<file path="config.mk">
export PLATFORM = sky130hd
export DESIGN_NAME = stepper_drive_control_inputs
export DESIGN_NICKNAME = d
export VERILOG_FILES = /design/src/stepper_ctrl_pkg.sv /design/src/step_input_monitor.sv /design/src/stepper_drive_control_inputs.sv
export SDC_FILE = /design/constraint.sdc
export NUM_CORES = 1
export LEC_CHECK = 0
export BUFFER_PORTS_ARGS = -buffer_cell sky130_fd_sc_hd__buf_2
export CORE_MARGIN = 3
export CORE_UTILIZATION = 60
export DETAILED_ROUTE_END_ITERATION = 10
export GPL_TIMING_DRIVEN = 0
export PLACE_DENSITY_LB_ADDON = 0.3
export SYNTH_ARGS = -nofsm -noshare
export SYNTH_HDL_FRONTEND = slang
export SYNTH_HIERARCHICAL = 1
export SYNTH_SLANG_ARGS = --single-unit
export TNS_END_PERCENT = 30
</file>
<file path="constraint.sdc">
create_clock -name i_clk -period 6.9 [get_ports i_clk]
set_clock_uncertainty 0.15 [all_clocks]
set_input_delay 0.69 -clock i_clk [delete_from_list [all_inputs] [get_ports i_clk]]
set_output_delay 0.69 -clock i_clk [all_outputs]
set_load 0.05 [all_outputs]
</file>
<file path="src/stepper_ctrl_pkg.sv">
package stepper_ctrl_pkg;

  // Register byte offsets
  localparam logic [7:0] CTRL_OFS = 8'h00;
  localparam logic [7:0] LOW_SPEED_OFS = 8'h04;
  localparam logic [7:0] HIGH_SPEED_OFS = 8'h08;
  localparam logic [7:0] STATUS_OFS = 8'h0C;
  localparam logic [7:0] POSITION_OFS = 8'h10;

  // Field positions
  localparam int CTRL_DIR_BIT = 0;
  localparam int STATUS_MODE_LSB = 0;
  localparam int STATUS_ENABLED_BIT = 2;
  localparam int STATUS_MOTION_BIT = 3;
  localparam int STATUS_DIR_BIT = 4;
  localparam int STATUS_SPEED_HIGH_BIT = 5;
  localparam int STATUS_PLUS_LIMIT_BIT = 6;
  localparam int STATUS_MINUS_LIMIT_BIT = 7;
  localparam int STATUS_SETUP_VIOL_BIT = 8;

  // Reset values
  localparam logic CTRL_DIR_RESET = 1'b0;
  localparam logic [15:0] LOW_SPEED_RESET = 16'h0100;
  localparam logic [15:0] HIGH_SPEED_RESET = 16'h1000;

  // Timing
  localparam int CLK_MHZ = 250;
  localparam int DIR_SETUP_NS = 5000;
  localparam int DIR_SETUP_CYCLES = (DIR_SETUP_NS * CLK_MHZ + 999) / 1000;

  typedef enum logic [1:0] {
    MODE_PULSE_DIR = 2'b00,
    MODE_LOW_HIGH = 2'b01,
    MODE_ANALOG = 2'b10,
    MODE_EXT_POT = 2'b11
  } drive_mode_t;

endpackage

</file>
<file path="src/step_input_monitor.sv">
`timescale 1ns/1ps
`default_nettype none
module step_input_monitor
  import stepper_ctrl_pkg::*;
#(
  parameter int SETUP_CYCLES = DIR_SETUP_CYCLES,
  parameter int CNT_W = 12
) (
  input wire logic i_clk,
  input wire logic i_srst,
  input wire logic i_active,
  input wire logic i_step,
  input wire logic i_dir,
  input wire logic i_clear_violation,
  output logic o_step_rise,
  output logic o_setup_violation
);

  if (SETUP_CYCLES < 1 || SETUP_CYCLES >= (1 << CNT_W)) begin : g_bad_setup
    $error("SETUP_CYCLES does not fit CNT_W");
  end

  typedef struct packed {
    logic step_prev;
    logic dir_prev;
    logic [CNT_W-1:0] since_dir;
    logic violation;
    logic primed;
  } mon_state_t;

  mon_state_t state;
  mon_state_t next_state;

  assign o_step_rise = i_step & ~state.step_prev;
  assign o_setup_violation = state.violation;

  always_comb begin
    logic dir_moved;
    dir_moved = 1'b0;
    next_state = state;
    next_state.primed = 1'b1;
    next_state.step_prev = i_step;
    next_state.dir_prev = i_dir;
    // The first sample after reset has no history, so it is not a direction change
    dir_moved = state.primed && (i_dir != state.dir_prev);
    if (dir_moved) begin
      next_state.since_dir = '0;
    end else if (state.since_dir != CNT_W'(SETUP_CYCLES)) begin
      next_state.since_dir = state.since_dir + CNT_W'(1);
    end
    if (i_clear_violation) begin
      next_state.violation = 1'b0;
    end
    // Set beats clear so a violation in the clearing cycle is kept
    if (i_active && o_step_rise &&
        (dir_moved || state.since_dir < CNT_W'(SETUP_CYCLES))) begin
      next_state.violation = 1'b1;
    end
  end

  always_ff @(posedge i_clk) begin
    if (i_srst) begin
      state <= '0;
      // Direction counts as long settled, so an early step is not flagged
      state.since_dir <= CNT_W'(SETUP_CYCLES);
    end else begin
      state <= next_state;
    end
  end

endmodule // step_input_monitor
`default_nettype wire

</file>
<file path="src/stepper_drive_control_inputs.sv">
// The register offsets and the APB register port were left to the implementer.
`timescale 1ns/1ps
`default_nettype none
module stepper_drive_control_inputs
  import stepper_ctrl_pkg::*;
#(
  parameter int SPEED_W = 16
) (
  input wire logic i_clk,
  input wire logic i_srst,
  input wire logic [7:0] i_paddr,
  input wire logic i_psel,
  input wire logic i_penable,
  input wire logic i_pwrite,
  input wire logic [31:0] i_pwdata,
  output logic [31:0] o_prdata,
  output logic o_pready,
  output logic o_pslverr,
  input wire logic i_step_pulse_in,
  input wire logic i_dir_limit_in,
  input wire logic i_speed_limit_in,
  input wire logic i_drive_disable_in,
  input wire logic i_mode_switch_a,
  input wire logic i_mode_switch_b,
  output logic o_drive_enable,
  output logic o_motion_allowed,
  output logic o_step,
  output logic o_dir,
  output logic o_speed_high,
  output logic [SPEED_W-1:0] o_speed_setpoint
);

  // Refused at elaboration, so a bad width never reaches synthesis
  if (SPEED_W < 1 || SPEED_W > 16) begin : g_bad_speed_width
    $error("SPEED_W must be 1 to 16");
  end

  // All state of the block except the step monitor's, registers and outputs alike, lives in one struct
  typedef struct packed {
    logic ctrl_dir;
    logic [SPEED_W-1:0] low_speed;
    logic [SPEED_W-1:0] high_speed;
    logic [31:0] position;
    logic [31:0] prdata;
    logic pslverr;
    logic enable;
    logic motion;
    logic step;
    logic dir;
    logic speed_high;
    logic plus_limit;
    logic minus_limit;
    logic [SPEED_W-1:0] setpoint;
  } drive_state_t;

  drive_state_t state;
  drive_state_t next_state;

  drive_mode_t mode;
  logic step_rise;
  logic setup_violation;
  logic clear_violation;
  logic apb_access;
  logic apb_write;

  // Switches are read live; moving them during motion is left to the user
  assign mode = drive_mode_t'({i_mode_switch_b, i_mode_switch_a});
  assign apb_access = i_psel & i_penable;
  assign apb_write = apb_access & i_pwrite;
  assign clear_violation = apb_write && i_paddr == STATUS_OFS && i_pwdata[STATUS_SETUP_VIOL_BIT];

  // Edge detection and the direction setup watch sit in their own module
  step_input_monitor #(
    .SETUP_CYCLES(DIR_SETUP_CYCLES),
    .CNT_W(12)
  ) u_monitor (
    .i_clk(i_clk),
    .i_srst(i_srst),
    .i_active(mode == MODE_PULSE_DIR),
    .i_step(i_step_pulse_in),
    .i_dir(i_dir_limit_in),
    .i_clear_violation(clear_violation),
    .o_step_rise(step_rise),
    .o_setup_violation(setup_violation)
  );

  always_comb begin
    logic enabled;
    logic run;
    logic dir;
    logic plus_lim;
    logic minus_lim;
    logic speed_high;
    logic blocked;
    enabled = 1'b0;
    run = 1'b0;
    dir = 1'b0;
    plus_lim = 1'b0;
    minus_lim = 1'b0;
    speed_high = 1'b0;
    blocked = 1'b0;
    next_state = state;
    next_state.step = 1'b0;

    enabled = i_drive_disable_in;
    // Pulse, low/high and the two analog modes give the shared inputs three different meanings
    case (mode)
      MODE_PULSE_DIR: begin
        // No limits here: the second input carries direction
        dir = i_dir_limit_in;
        run = 1'b1;
        speed_high = 1'b0;
      end
      MODE_LOW_HIGH: begin
        // Speed select: low picks the low setpoint, open picks the high one
        run = ~i_step_pulse_in;
        dir = i_dir_limit_in;
        speed_high = i_speed_limit_in;
      end
      MODE_ANALOG, MODE_EXT_POT: begin
        // No pin carries direction here, so software sets it
        run = ~i_step_pulse_in;
        dir = state.ctrl_dir;
        plus_lim = ~i_dir_limit_in;
        minus_lim = ~i_speed_limit_in;
        speed_high = 1'b1;
      end
      default: begin
        // Unreachable with a two-bit switch pair, kept as a safe stop
        run = 1'b0;
      end
    endcase

    // Travel toward a tripped limit is refused; the opposite way stays free
    blocked = dir ? plus_lim : minus_lim;
    next_state.enable = enabled;
    next_state.motion = enabled & run & ~blocked;
    next_state.dir = dir;
    next_state.speed_high = speed_high;
    next_state.plus_limit = plus_lim;
    next_state.minus_limit = minus_lim;
    next_state.setpoint = speed_high ? state.high_speed : state.low_speed;

    // A step that breaks the setup time is still taken; only the sticky flag records it
    // Position wraps silently at 32 bits
    if (mode == MODE_PULSE_DIR && enabled && step_rise) begin
      next_state.step = 1'b1;
      next_state.position = dir ? state.position + 32'h00000001
                                : state.position - 32'h00000001;
    end

    // Zero-wait slave: every access completes in its first access cycle
    next_state.pslverr = 1'b0;
    if (i_psel && !i_penable) begin
      next_state.prdata = 32'h00000000;
      next_state.pslverr = 1'b0;
      case (i_paddr)
        CTRL_OFS: next_state.prdata[CTRL_DIR_BIT] = state.ctrl_dir;
        LOW_SPEED_OFS: next_state.prdata[SPEED_W-1:0] = state.low_speed;
        HIGH_SPEED_OFS: next_state.prdata[SPEED_W-1:0] = state.high_speed;
        STATUS_OFS: begin
          next_state.prdata[STATUS_MODE_LSB +: 2] = mode;
          next_state.prdata[STATUS_ENABLED_BIT] = state.enable;
          next_state.prdata[STATUS_MOTION_BIT] = state.motion;
          next_state.prdata[STATUS_DIR_BIT] = state.dir;
          next_state.prdata[STATUS_SPEED_HIGH_BIT] = state.speed_high;
          next_state.prdata[STATUS_PLUS_LIMIT_BIT] = state.plus_limit;
          next_state.prdata[STATUS_MINUS_LIMIT_BIT] = state.minus_limit;
          next_state.prdata[STATUS_SETUP_VIOL_BIT] = setup_violation;
        end
        POSITION_OFS: next_state.prdata = state.position;
        default: next_state.pslverr = 1'b1;
      endcase
    end else if (apb_access) begin
      next_state.pslverr = state.pslverr;
    end
    // Writes commit at the access-phase edge; unmapped ones are dropped
    if (apb_write) begin
      case (i_paddr)
        CTRL_OFS: next_state.ctrl_dir = i_pwdata[CTRL_DIR_BIT];
        LOW_SPEED_OFS: next_state.low_speed = i_pwdata[SPEED_W-1:0];
        HIGH_SPEED_OFS: next_state.high_speed = i_pwdata[SPEED_W-1:0];
        default: next_state.ctrl_dir = state.ctrl_dir;
      endcase
    end
  end

  // Setpoints reset to their defaults, everything else to zero
  always_ff @(posedge i_clk) begin
    if (i_srst) begin
      state <= '0;
      state.ctrl_dir <= CTRL_DIR_RESET;
      state.low_speed <= LOW_SPEED_RESET[SPEED_W-1:0];
      state.high_speed <= HIGH_SPEED_RESET[SPEED_W-1:0];
    end else begin
      state <= next_state;
    end
  end

  // Zero wait states, so ready is a constant high
  assign o_pready = 1'b1;
  assign o_prdata = state.prdata;
  assign o_pslverr = apb_access & state.pslverr;
  assign o_drive_enable = state.enable;
  assign o_motion_allowed = state.motion;
  assign o_step = state.step;
  assign o_dir = state.dir;
  assign o_speed_high = state.speed_high;
  assign o_speed_setpoint = state.setpoint;

endmodule // stepper_drive_control_inputs
`default_nettype wire

</file>
==> metrics.csv <==
metric,value,unit
DP HPWL,15000,um
Comb pwr share,11.5,%
PD cells,231,nW/um2
final weighted congestion in routability-driven placement,0.973,
clk slew on worst S/H paths,0.06,ns
initial antenna violation count,0,
status,"complete, no violations",
total CTS buffers,17,
Syn Nets,974,
"commonest non-fill, non-tap cell in the layout",nand2_1,
post-synth top area share,38.4,%
First-pass DRT Iterations,9,
Max Slew Vio Count,0,
Setup TNS,0,ns
total congestion overflow,0,
power consumption,0.00192,W
clk_lat worst skew,0.43,ns
measured slew at the worst slew-check pin,0.940,ns
Ports,106,
WP data required,7.06,ns
DRT Wirelength,21100,um
clk buf depth,2,
post-CTS sizing,0,
sequential area share after synthesis,38.4,%
hold path depth,2,
worst hold path type,flop to flop,
postcts setup bufs,0,
Pleak,3.38,nW
register bit total from synthesis,137,
H-tree depth,4,
Area Overhead vs Synth,16.6,%
share of the clock period used by the worst path,64.8,%
post-layout util,72.3,%
Clk pwr share,45.9,%
Syn. warnings,6,
final-stage net count,1080,
most frequent cells in the layout,"nand2_1 (171), dfxtp_1 (137), buf_2 (104)",
hold path endpoint,o_prdata[19],
Mapped Area,7140,um2
critical path class,input pin to flop,
"Top FF cell, synth",dfxtp_1,
Net Switching,0.000503,W
filler instances,921,
Routed wire per std cell,17.9,um
Post-synth ARST share,0,%
Fmax,224,MHz
Final Critical Period,4.47,ns
Worst Path Arrival,4.63,ns
crit start category,input pin,
CTS sink cnt,137,
GRT Overall Usage,31.7,%
Slew HR,36.8,%
Worst R2R Path Depth,13,
share of post-route cells with drive strength above 1,20.3,%
Netlist cell types,73,
CTS root buffer,clkbuf_16,
starting DRC count in detailed routing,1059,
Cell Int Power,0.00142,W
reg-to-reg setup timing slack,2.52,ns
post-route insts no fill,1180,
crit path max fanout,10,
Seq pwr share,42.6,%
vias,7241,
cells taking the most area after synthesis,"dfxtp_1 (38%), nand2_1 (9.0%), a21oi_1 (6.5%)",
final hold viol count,0,
Post-Syn Instances,920,
port buffer count,87,
via/cell ratio,6.14,
die span in y,115,um
Rows,39,
CTS tree,built,
"area leader, netlist",dfxtp_1,
VDD IR max,0.216,mV
WHS,0.301,ns
Critical R2R Launch,state[120],
largest net degree at the start of global routing,17,
ANT cells,0,
hold_buf cts,0,
r2r endpoint,state[80],
Starting Density,62.0,%
Switching Fraction,26.2,%
# DRC,0,
Final Setup Violations,0,
HP Start,o_prdata[19],
die area,13300,um2
number of enable flip-flop cells after synthesis,0,
Max Cap Viol,0,
ANT nets after route,0,
Core Footprint,11500,um2
Die Wd,115,um
type of destination of the critical path,flop,
Mean Syn Cell Area,7.76,um2
vias in the first global route,6537,
placed cell count,1150,
RSZ-0062 raised after global routing,false,
first-pass GRT wire length,33300,um
[worst max-delay path by stage]
stage	start	end	slack, ns	cells after the start
finish	i_mode_switch_b	state[80]	2.43	15
global route	i_mode_switch_b	state[84]	2.28	15
CTS	i_mode_switch_b	state[84]	2.60	15
detailed placement	i_mode_switch_b	state[84]	2.18	15
global placement	i_mode_switch_b	state[84]	2.16	15
floorplan	i_mode_switch_b	state[84]	3.02	14
[Yosys cell counts, types with 6 or more instances]
library cell / count
clkbuf_1: 55
nand3_1: 41
xnor2_1: 21
or4_1: 13
a21o_1: 15
nor2b_1: 8
and3_1: 13
o21ai_1: 6
buf_4: 50
nor2_1: 67
nor3_1: 20
a22oi_1: 14
xor2_1: 17
dfxtp_1: 137
o21ai_0: 14
nor4_1: 19
nand2_1: 171
buf_2: 17
a21oi_1: 93
a31oi_1: 6
nand4_1: 27
[layout make-up]
type,count,area (um2),area share (%)
Clock buffer,21,480,5.77
Sequential cell,137,2740,32.9
Multi-Input combinational cell,651,3690,44.3
Tap cell,143,179,2.15
Timing Repair Buffer,87,435,5.23
Inverter,5,18.8,0.225
Clock inverter,9,90.1,1.08
Buffer,127,694,8.34
[layer usage]
metal | vias to the layer above | wire length [um] | GRT usage, %
li1 | 3373 | - | -
met3 | 60 | 2250 | 8.95
met2 | 443 | 9490 | 48.1
met1 | 3365 | 8790 | 42.7
met4 | 0 | 561 | 12.1
met5 | - | 0 | 0
[flip-flops by register name, summed over array words and instances, names as in the netlist]
name and cells:
o_speed_setpoint 16, o_motion_allowed 1, o_drive_enable 1, u_monitor/o_setup_violation 1, o_speed_high 1, o_step 1, u_monitor/state 15, state 68
o_prdata 32, o_dir 1
[power by group through the flow]
stage               clock network (W)  logic (W)  registers, W
CTS                          0.000879   0.000215      0.000819
detailed placement                  0   0.000210      0.000837
finish                       0.000883   0.000220      0.000820
global route                 0.000918   0.000241      0.000821
floorplan                           0   0.000149      0.000838
global placement                    0   0.000209      0.000836
[cells by family after synthesis]
kind of cell | count (synthesis) | share of synthesized area [%]
AO/OA/AOI/OAI | 171 | 14.6
XOR/XNOR | 38 | 4.66
adder cells (fa/ha/maj) | 3 | 0.526
buffers and inverters | 132 | 9.98
flip-flops | 137 | 38.4
multiplexers | 10 | 1.58
other | 1 | 0.0525
AND/OR/NAND/NOR | 428 | 30.2
[through the flow]
step | setup slack, ns | area (um2)
after floorplan | 3.02 | 7140
after global placement | 2.16 | 7760
after detailed placement | 2.18 | 7760
after CTS | 2.60 | 8330
after global routing | 2.28 | 8330
final | 2.43 | 8330
[critical path, cell delays in order]
cell and delay (ns):
buf_2 0.11, buf_2 0.22, mux2_4 0.24, buf_2 0.25, clkbuf_1 0.42, buf_2 0.32, xnor2_1 0.15, ha_1 0.17
clkbuf_1 0.30, nand4_1 0.14, nor4_1 0.67, nor2_1 0.22, nand2_1 0.17, mux2i_1 0.23, mux2_1 0.33
Note: power is estimated with default switching activity, not from simulation.
